<file path="src/cssc_pkg.sv">
// Constants for the clock source select configuration slice
package cssc_pkg;
    localparam logic [7:0] CSSC_FB_SLOT2_ADDR  = 8'h32;
    localparam logic [7:0] CSSC_FB_SLOT3_ADDR  = 8'h33;
    localparam logic [7:0] CSSC_PRIO_ADDR      = 8'h34;
    localparam logic [7:0] CSSC_ROUTE_ADDR     = 8'h35;
    localparam logic [7:0] CSSC_LF_SLOT0_ADDR  = 8'h38;
    localparam logic [7:0] CSSC_LF_SLOT1_ADDR  = 8'h39;
    localparam logic [7:0] CSSC_LF_SLOT2_ADDR  = 8'h3a;
    localparam logic [7:0] CSSC_LF_SLOT3_ADDR  = 8'h3b;
    localparam logic [7:0] CSSC_FB_RESET       = 8'h00;
    localparam logic [7:0] CSSC_PRIO_RESET     = 8'h46;
    localparam logic [7:0] CSSC_ROUTE_RESET    = 8'h55;
    localparam logic [7:0] CSSC_LF_RESET       = 8'h00;
    localparam int         CSSC_PRIO_BIT       = 0;
    localparam int         CSSC_MODE_LSB       = 1;
    localparam int         CSSC_RSVD_BIT       = 3;
    localparam int         CSSC_SRC1_LSB       = 4;
    localparam int         CSSC_SRC2_LSB       = 6;
    localparam int         CSSC_ODIV_BIT       = 7;
    localparam int         CSSC_ADD_LSB        = 4;
    localparam int         CSSC_SETTLE_CYCLES  = 4;
    typedef enum logic [1:0] {
        CSSC_SRC_INPUT,
        CSSC_SRC_PLL_A,
        CSSC_SRC_PLL_B,
        CSSC_SRC_PLL_C
    } cssc_src_t;
endpackage : cssc_pkg

</file>
<file path="src/cssc_clock_source_select.sv">
// Clock source select configuration registers and routing
`timescale 1ns/1ns
`default_nettype none
//Operation
// - Priority bit picks primary input clock
// - Mode field: manual, non-revertive, revertive
// - Source field routes divider input clock
// - Divider one input, others PLL A default
// - Four loop filter slots chosen by pins
// - Slot bit picks divider configuration choice
// - Multiplier twice integer, plus add plus one when add is nonzero
module cssc_clock_source_select
    import cssc_pkg::*;
#(
    parameter int DIVIDERS = 6
) (
    input  wire logic                  clock,
    input  wire logic                  reset,
    input  wire logic                  reg_write,
    input  wire logic [7:0]            reg_addr,
    input  wire logic [7:0]            reg_wdata,
    output logic      [7:0]            reg_rdata,
    input  wire logic                  multi_function_config_mode,
    input  wire logic                  config_pins_enable,
    input  wire logic [1:0]            config_select_pins,
    input  wire logic [11:0]           feedback_integer_field,
    input  wire logic [3:0]            feedback_fraction_add,
    input  wire logic                  crystal_reference_input,
    input  wire logic                  second_clock_input,
    input  wire logic                  crystal_good,
    input  wire logic                  second_good,
    input  wire logic                  pll_a_clock,
    input  wire logic                  pll_b_clock,
    input  wire logic                  pll_c_clock,
    output logic                       selected_input_clock,
    output logic                       second_input_active,
    output logic [DIVIDERS-1:0]        divider_clock,
    output logic [2*DIVIDERS-1:0]      divider_source_select,
    output logic [6:0]                 pll_c_loop_filter,
    output logic                       divider_config_choice,
    output logic [13:0]                pll_b_multiplier
);
    logic [7:0]  fb2_reg;
    logic [7:0]  fb3_reg;
    logic [7:0]  prio_reg;
    logic [7:0]  route_reg;
    logic [7:0]  lf_reg [4];
    logic        want_second_reg;
    logic        want_second_next;
    logic [7:0]  lf_sel;
    logic        lf_hit;
    logic [1:0]  lf_idx;
    logic [1:0]  slot;
    logic [1:0]  mode;
    logic        prio;
    logic        primary_good;
    logic        backup_good;
    logic        on_backup;
    logic [3:0]  src_clocks;
    logic [13:0] mult_next;

    assign prio = prio_reg[CSSC_PRIO_BIT];
    assign mode = prio_reg[CSSC_MODE_LSB +: 2];

    // Auto modes: leave a failed primary; revertive returns once primary is good
    assign primary_good = prio ? second_good : crystal_good;
    assign backup_good  = prio ? crystal_good : second_good;
    assign on_backup    = want_second_reg != prio;
    always_comb begin
        want_second_next = want_second_reg;
        case (mode)
            2'b10: begin
                if (!on_backup && !primary_good && backup_good)
                    want_second_next = !prio;
                else if (on_backup && !backup_good && primary_good)
                    want_second_next = prio;
            end
            2'b11: begin
                want_second_next = (!primary_good && backup_good) ? !prio : prio;
            end
            default: begin
                want_second_next = prio;
            end
        endcase
    end

    always_ff @(posedge clock or posedge reset) begin
        if (reset) begin
            fb2_reg   <= CSSC_FB_RESET;
            fb3_reg   <= CSSC_FB_RESET;
            prio_reg  <= CSSC_PRIO_RESET;
            route_reg <= CSSC_ROUTE_RESET;
        end else if (reg_write) begin
            case (reg_addr)
                CSSC_FB_SLOT2_ADDR: fb2_reg <= reg_wdata;
                CSSC_FB_SLOT3_ADDR: fb3_reg <= reg_wdata;
                CSSC_PRIO_ADDR: prio_reg <= reg_wdata;
                CSSC_ROUTE_ADDR: route_reg <= reg_wdata;
                default: ;
            endcase
        end
    end

    always_ff @(posedge clock or posedge reset) begin
        if (reset) begin
            want_second_reg <= 1'b0;
        end else begin
            want_second_reg <= want_second_next;
        end
    end

    // Loop filter slots occupy four consecutive addresses from slot zero
    assign lf_hit = reg_write && (reg_addr[7:2] == CSSC_LF_SLOT0_ADDR[7:2]);
    assign lf_idx = reg_addr[1:0];

    always_ff @(posedge clock or posedge reset) begin
        if (reset) begin
            lf_reg <= '{default: CSSC_LF_RESET};
        end else if (lf_hit) begin
            lf_reg[lf_idx] <= reg_wdata;
        end
    end

    cssc_glitchless_mux u_input_mux (
        .clock    (clock),
        .reset    (reset),
        .select_b (want_second_reg),
        .clk_a    (crystal_reference_input),
        .clk_b    (second_clock_input),
        .active_b (second_input_active),
        .clk_out  (selected_input_clock)
    );

    // Slot zero when pins are disabled or outside the multi-function mode
    assign slot   = (multi_function_config_mode && config_pins_enable)
                    ? config_select_pins : 2'b00;
    assign lf_sel = lf_reg[slot];

    always_ff @(posedge clock or posedge reset) begin
        if (reset) begin
            pll_c_loop_filter     <= 7'h00;
            divider_config_choice <= 1'b0;
        end else begin
            pll_c_loop_filter     <= lf_sel[6:0];
            divider_config_choice <= multi_function_config_mode
                                     && lf_sel[CSSC_ODIV_BIT];
        end
    end

    // Multiplier: twice integer, plus add plus one when add is nonzero
    assign mult_next = (feedback_fraction_add == 4'h0)
                       ? {1'b0, feedback_integer_field, 1'b0}
                       : 14'({1'b0, feedback_integer_field, 1'b0})
                         + 14'(feedback_fraction_add) + 14'h0001;

    always_ff @(posedge clock or posedge reset) begin
        if (reset) begin
            pll_b_multiplier <= 14'h0000;
        end else begin
            pll_b_multiplier <= mult_next;
        end
    end

    // Field order: divider1,2 in input register; 3..6 in routing register
    assign divider_source_select = 12'({route_reg, prio_reg[7:4]});
    assign src_clocks = {pll_c_clock, pll_b_clock, pll_a_clock, selected_input_clock};

    genvar d;
    generate
        for (d = 0; d < DIVIDERS; d++) begin : g_div
            assign divider_clock[d] = src_clocks[divider_source_select[2*d +: 2]];
        end
    endgenerate

    // Reserved bit reads back as written; software keeps it zero
    always_comb begin
        case (reg_addr)
            CSSC_FB_SLOT2_ADDR: reg_rdata = fb2_reg;
            CSSC_FB_SLOT3_ADDR: reg_rdata = fb3_reg;
            CSSC_PRIO_ADDR: reg_rdata = prio_reg;
            CSSC_ROUTE_ADDR: reg_rdata = route_reg;
            CSSC_LF_SLOT0_ADDR: reg_rdata = lf_reg[0];
            CSSC_LF_SLOT1_ADDR: reg_rdata = lf_reg[1];
            CSSC_LF_SLOT2_ADDR: reg_rdata = lf_reg[2];
            CSSC_LF_SLOT3_ADDR: reg_rdata = lf_reg[3];
            default: reg_rdata = 8'h00;
        endcase
    end

    manual_follow_a: assert property (@(posedge clock) disable iff (reset)
        (mode[1] == 1'b0) |=> (want_second_reg == $past(prio)))
        else $error("manual mode ignores priority");
    revert_back_a: assert property (@(posedge clock) disable iff (reset)
        (mode == 2'b11 && primary_good) |=> (want_second_reg == $past(prio)))
        else $error("revertive mode failed to return");
    nonrevert_hold_a: assert property (@(posedge clock) disable iff (reset)
        (mode == 2'b10 && on_backup && backup_good) |=> $stable(want_second_reg))
        else $error("non-revertive mode left backup");
    nonrevert_fail_a: assert property (@(posedge clock) disable iff (reset)
        (mode == 2'b10 && !on_backup && !primary_good && backup_good)
        |=> (want_second_reg == !$past(prio)))
        else $error("non-revertive mode kept failed input");
    route_input_a: assert property (@(posedge clock) disable iff (reset)
        (divider_source_select[1:0] == 2'b00) |-> (divider_clock[0] == selected_input_clock))
        else $error("divider one not on input clock");
    slot_pick_a: assert property (@(posedge clock) disable iff (reset)
        (multi_function_config_mode && config_pins_enable && config_select_pins == 2'b11)
        |=> (pll_c_loop_filter == $past(lf_reg[3][6:0])))
        else $error("pin selected slot not used");
    odiv_mode_a: assert property (@(posedge clock) disable iff (reset)
        (multi_function_config_mode && !config_pins_enable)
        |=> (divider_config_choice == $past(lf_reg[0][7])))
        else $error("divider choice not from slot zero");
    route_pick_a: assert property (@(posedge clock) disable iff (reset)
        (divider_source_select[3:2] == 2'b01) |-> (divider_clock[1] == pll_a_clock))
        else $error("divider routing wrong");
    slot_zero_a: assert property (@(posedge clock) disable iff (reset)
        !config_pins_enable |=> (pll_c_loop_filter == $past(lf_reg[0][6:0])))
        else $error("slot zero not used");
    odiv_pick_a: assert property (@(posedge clock) disable iff (reset)
        !multi_function_config_mode |=> !divider_config_choice)
        else $error("divider choice outside mode");
    mult_even_a: assert property (@(posedge clock) disable iff (reset)
        (feedback_fraction_add == 4'h0) |=> (pll_b_multiplier[0] == 1'b0))
        else $error("multiplier not even");
    switch_settle_a: assert property (@(posedge clock) disable iff (reset)
        $rose(want_second_reg) |-> ##[1:3] second_input_active)
        else $error("switchover did not settle");
endmodule : cssc_clock_source_select
`default_nettype wire

</file>
<file path="src/cssc_glitchless_mux.sv">
// Two-input clock selector with break-before-make handoff; enables switch on the system clock, not on either input clock
`timescale 1ns/1ns
`default_nettype none
module cssc_glitchless_mux
    import cssc_pkg::*;
(
    input  wire logic clock,
    input  wire logic reset,
    input  wire logic select_b,
    input  wire logic clk_a,
    input  wire logic clk_b,
    output logic      active_b,
    output logic      clk_out
);
    logic en_a_reg;
    logic en_b_reg;
    logic en_a_next;
    logic en_b_next;
    logic active_b_reg;

    // Enable a side only once the other side is fully off
    assign en_a_next = !select_b && !en_b_reg;
    assign en_b_next = select_b && !en_a_reg;

    always_ff @(posedge clock or posedge reset) begin
        if (reset) begin
            en_a_reg     <= 1'b1;
            en_b_reg     <= 1'b0;
            active_b_reg <= 1'b0;
        end else begin
            en_a_reg     <= en_a_next;
            en_b_reg     <= en_b_next;
            active_b_reg <= en_b_reg;
        end
    end

    assign clk_out  = (clk_a & en_a_reg) | (clk_b & en_b_reg);
    assign active_b = active_b_reg;

    no_overlap_a: assert property (@(posedge clock) disable iff (reset)
        !(en_a_reg && en_b_reg)) else $error("both clock enables high");
endmodule : cssc_glitchless_mux
`default_nettype wire

</file>
<file path="config.mk">
export PLATFORM = sky130hd
export DESIGN_NAME = cssc_clock_source_select
export DESIGN_NICKNAME = d
export VERILOG_FILES = /design/src/cssc_pkg.sv /design/src/cssc_clock_source_select.sv /design/src/cssc_glitchless_mux.sv
export SDC_FILE = /design/constraint.sdc
export NUM_CORES = 1
export LEC_CHECK = 0
export BUFFER_PORTS_ARGS = -buffer_cell sky130_fd_sc_hd__buf_2
export CAP_MARGIN = 40
export CORE_ASPECT_RATIO = 1.4
export CORE_MARGIN = 2
export CORE_UTILIZATION = 40
export CTS_CLUSTER_SIZE = 10
export DETAILED_ROUTE_END_ITERATION = 8
export HOLD_SLACK_MARGIN = 0.02
export PLACE_DENSITY = 0.66
export SYNTH_ARGS = -nofsm -noshare
export SYNTH_HDL_FRONTEND = slang
export SYNTH_SLANG_ARGS = --single-unit
export TNS_END_PERCENT = 100
</file>
<file path="constraint.sdc">
create_clock -name clock -period 2.86 [get_ports clock]
set_input_delay 0.429 -clock clock [delete_from_list [all_inputs] [get_ports clock]]
set_output_delay 0.429 -clock clock [all_outputs]
set_load 0.03 [all_outputs]
</file>
### Word level (Yosys, flattened, before mapping)

Index checks and enable logic that the tools add are counted.

* add/subtract/negate cells: 2
* multipliers: 0
* div/mod/pow operators: 0
* magnitude comparators: 9
* equality and inequality tests: 13
* shifts and indexed selects: 0
* mux-type cells: 27
* bitwise gates (word level): 5
* reductions and logical operators: 23

Operators by type and width (count)
* 8-bit by 6-bit == test with 1-bit output, second input constant: 8
* 8-bit one-hot mux with 8 select lines: 1
* 32-bit bitwise mux: 1
* 8-bit two-way mux: 3
* 2-bit by 3-bit less-than comparator with 1-bit output, second input constant: 6
* 8-bit binary-select mux with 2-bit select: 1
* 8-bit demux with 2-bit select: 1
* 13-bit by 4-bit adder with 14-bit output: 1
* 14-bit by 1-bit adder with 14-bit output, second input constant: 1
* 14-bit two-way mux: 1
* 1-bit binary-select mux with 2-bit select: 6
* 1-bit logical AND: 11
* 1-bit two-way mux: 11
* 2-bit AND reduction: 4
* 1-bit logical NOT: 7
* 6-bit by 4-bit == test with 1-bit output, second input constant: 1
* 3-bit >= comparator, second input constant: 2
* 2-bit NOT with 3-bit output: 2
* 2-bit == test, second input constant: 2
* 4-bit logical NOT: 1
* 3-bit by 1-bit less-than comparator with 1-bit output, second input constant: 1
* 3-bit != test, second input constant: 1
* 1-bit bitwise AND: 2
* 2-bit two-way mux: 1
* other kinds (3): 3

* register bits: 90
* latch bits: 0
* RAM bits: 0
* ROM bits: 0
* input port bits: 46
* output and inout port bits: 50
* word-level logic and storage cells: 94
* memories: 0

### Logic depth before layout (Yosys ltp)

* depth after elaboration: 7
* mapped depth: 6
* mapped depth without buffers: 5

### By module

From an unflattened synthesis, not the netlist that was laid out.

* cells, all modules: 352
* area, all modules: 4489.3 um^2

Modules (own cells, without submodules)
* cssc_clock_source_select: instances 1, cells an instance 345, area each 4388.0 um^2, sequential area each 2185.8 um^2
* cssc_glitchless_mux: instances 1, cells an instance 7, area each 101.3 um^2, sequential area each 76.3 um^2

### Worst setup path after synthesis

No wires, ideal clock.

* path type: input to output
* start: input reg_addr[1]
* end: output reg_rdata[0]
* data arrival time: 2186 ps
* required time: 2431 ps
* path slack: 245 ps
* stages: 4
* path buffers: 3
* cell sequence: buf_2 buf_2 buf_1 o311ai_0

* cells in the longest elaborated chain, start to end: 2
* elaborated cells on any way between the ends: 9
* those cells by class: eq/ne (8); mux (1)

RTL lines
* from (decl): RTL line cssc_clock_source_select.sv:20 `input wire logic [7:0] reg_addr,`
* 8-bit by 6-bit == test with 1-bit output: RTL line cssc_clock_source_select.sv:177 `case (reg_addr)`
* 8-bit one-hot mux with 8 select lines *: RTL line cssc_clock_source_select.sv:177
* to (decl): RTL line cssc_clock_source_select.sv:22 `output logic [7:0] reg_rdata,`

Mark *: on every way between the ends. The rest lies on a longest branch, timed or not.

### Final worst setup path

* start: input reg_addr[0]
* end: output reg_rdata[6]

The elaborated chain is that of the path after synthesis.

==> impl_metrics.toml <==
[cts]
cts_buffers = 9
postCtsSetupRepairBufs = 0
h-tree-depth = 3
cts_max_path_buffers = 2
ctsRootBufferMaster = "clkbuf_16"
hold_buffers = 0
cts_tree = "yes"
clk_pin_slew_ns = 0.07
clk-insertion-delay-late_ns = 0.35
cts_resized = 0
clock-sinks = 90

[timing]
setup-tns-final_ns = 0
max_freq_mhz = 402
finalCriticalPeriod_ns = 2.49
setup_viol_count_final = 0
max_slew.worst_pin.slew_ns = 0.737
finClkSkew_ns = 0.00346
finalCritPeriodShare_pct = 87.0
hold_viol = 0
setup_ws_ns = 0.371
drv_slew = 0
rsz0062_at_grt = "false"
slew-limit-headroom_pct = 50.8

[critical_path]
critPathCaptureType = "output pin"
worstPathMaxFanout = 11
ff2ff_setup_slack_ns = 1.91
start_kind = "input pin"
crit_path_top_delay_cell = "nor4b_2"
critPathMostFrequentCell = "buf_2"
cp.required_ns = 2.43
cp.arrival_ns = 2.06
path_cells = "buf_2 -> and2b_1 -> nor4b_2 -> a222oi_1 -> o21ai_1 -> buf_2"
worst-setup-path-type = "in -> out"
cp_top_family = "simple AND/OR/NAND/NOR gates"
slowest_delay_ns = 0.50
critPathBufInv = 2

[cells_and_area]
fin_nets = 505
area_growth_syn_to_layout_pct = 20.0
layout-drive-gt1-share_pct = 46.7
largest_reg_flops = 32
antenna_cells = 0
final_util_pct = 48.7
instances_no_fill = 604

[yosys]
yosysSeqAreaShare_pct = 49.6
ys_ff_latch = 90
syn_inst = 359
synthTopCellsByCount = "82 x dfrtp_1, 67 x mux2_2, 27 x nand2_1"
netlist.top_cell.by_area = "dfrtp_1"
yosys-top-cells-area = "dfrtp_1 45%, mux2_2 17%, dfstp_2 4.6%"
ys_types = 57
netlist_area_um2 = 4560
synth_fp_nets = 409
synth_warnings = 0
ys_async_sr_fraction_pct = 100
synth_edf_count = 0
syn_area_per_cell_um2 = 12.7
yosysMostFrequentCell = "dfrtp_1"
synthFlopType = "dfrtp_1"
synth_top_area_share_pct = 45.0

[place]
dp_hpwl_um = 8660
dp_slack_ns = 0.417
placed_cells = 588
gp_congestion = 1.01
io_buffer_count = 95

[die]
coreArea_um2 = 11200
die_area_um2 = 12300
start_util_pct = 40.6
die_w_um = 94.2
dieHeight_um = 130
rows = 46
ioPinCount = 96

[power]
intPower_uw = 2130
comb_power_share_pct = 14.9
power.density_nw_per_um2 = 550
p_leak_uw = 0.00262
irDropWorstVdd_mv = 0.265
finalPower_uw = 3010
seqPwrFrac_pct = 46.5
p_switching_uw = 879
swShare_pct = 29.2
pwr-share-clk_pct = 38.6

[global_routing]
antenna_found_initial = 0
grt-ovfl-total = 0
grt_max_degree = 49
grt_pass1_wl_um = 18500
first_global_vias = 3528
grt_use_total_pct = 19.8

[routing]
drtAntennaViolNets = 0
wire_per_inst_um = 19.2
drt-initial-drc-count = 153
viasPerCell = 5.61
route.detailed.drc = 0
vias = 3390
drt_pass1_iterations = 6
drt_wl_total_um = 11600

[run_status]
outcome = "complete, no violations"

[job]
cap_viol_max_count = 0

[worst_hold_path]
hp-class = "in -> async"
==> metal layers <==
| layer | up-vias | wire length (um) | GRT usage [%] |
|---|---|---|---|
| met5 | - | 0 | 0 |
| met4 | 0 | 370 | 10.6 |
| met3 | 24 | 667 | 2.94 |
| met2 | 138 | 6000 | 35.4 |
| met1 | 1683 | 4550 | 22.7 |
| li1 | 1545 | - | - |
==> cells in the final DEF (no fill, tap or decap), types with 6 or more instances in the layout <==
| cell | synthesis | final |
|---|---|---|
| a31oi_1 | 9 | 9 |
| nand2_1 | 27 | 27 |
| o21ai_0 | 10 | 10 |
| mux4_2 | 6 | 6 |
| nor2_1 | 6 | 6 |
| mux2_2 | 67 | 67 |
| xnor2_1 | 7 | 7 |
| buf_2 | 7 | 95 |
| nand3_1 | 10 | 10 |
| dfrtp_1 | 82 | 82 |
| mux2i_1 | 19 | 19 |
| clkbuf_16 | 0 | 9 |
| dfstp_2 | 8 | 8 |
| nor2b_1 | 8 | 8 |
| o22ai_1 | 14 | 14 |
==> final cells by class <==
class	instances	area [um^2]
Fill cell	1034	5750
Sequential cell	90	2260
Multi-Input combinational cell	247	2180
Timing Repair Buffer	102	537
Clock buffer	9	225
Tap cell	144	180
Clock inverter	7	66.3
Inverter	5	20.0
==> worst register-to-register path: stages (launching register included) <==
cell and delay, ns:
dfstp_2 0.56, nand3b_1 0.11, nand2_1 0.05, o21ai_0 0.06, nand2_1 0.07
==> kinds of logic (layout without fill, tap and decap cells) <==
logic type | Yosys count | count (layout) | share of synthesized area, %
compound gates | 57 | 57 | 8.67
xor+xnor | 11 | 11 | 2.11
fa+ha+maj | 4 | 4 | 1.26
buf+inv | 22 | 123 | 2.58
flops | 90 | 90 | 49.6
mux | 92 | 92 | 23.7
simple gates | 83 | 83 | 12.1
==> final timing paths <==
path,depth (start not counted),start,end
max in group asynchronous,3,reset,pll_c_loop_filter[0]
hold reg to reg,1,want_second_reg,u_input_mux.en_a_reg
hold / removal,2,reset,pll_c_loop_filter[4]
setup reg to reg,4,prio_reg[1],want_second_reg
setup / recovery,6,reg_addr[0],reg_rdata[6]
min in group clock,2,feedback_integer_field[3],pll_b_multiplier[4]
==> power by group through the flow <==
stage	combinational [uW]	clock [uW]	sequential [uW]
after detailed placement	451	0	1420
after CTS	453	1190	1400
after global routing	485	1240	1410
final	448	1160	1400
after global placement	441	0	1420
after floorplan	230	0	1480
==> through the flow <==
| step | hold WS, ns | area, um^2 |
|---|---|---|
| after floorplan | 0.376 | 4560 |
| after global placement | 0.400 | 5170 |
| after detailed placement | 0.410 | 5180 |
| after CTS | 0.205 | 5470 |
| after global routing | 0.252 | 5470 |
| final | 0.180 | 5470 |
Power figures use the tool's default switching activity.
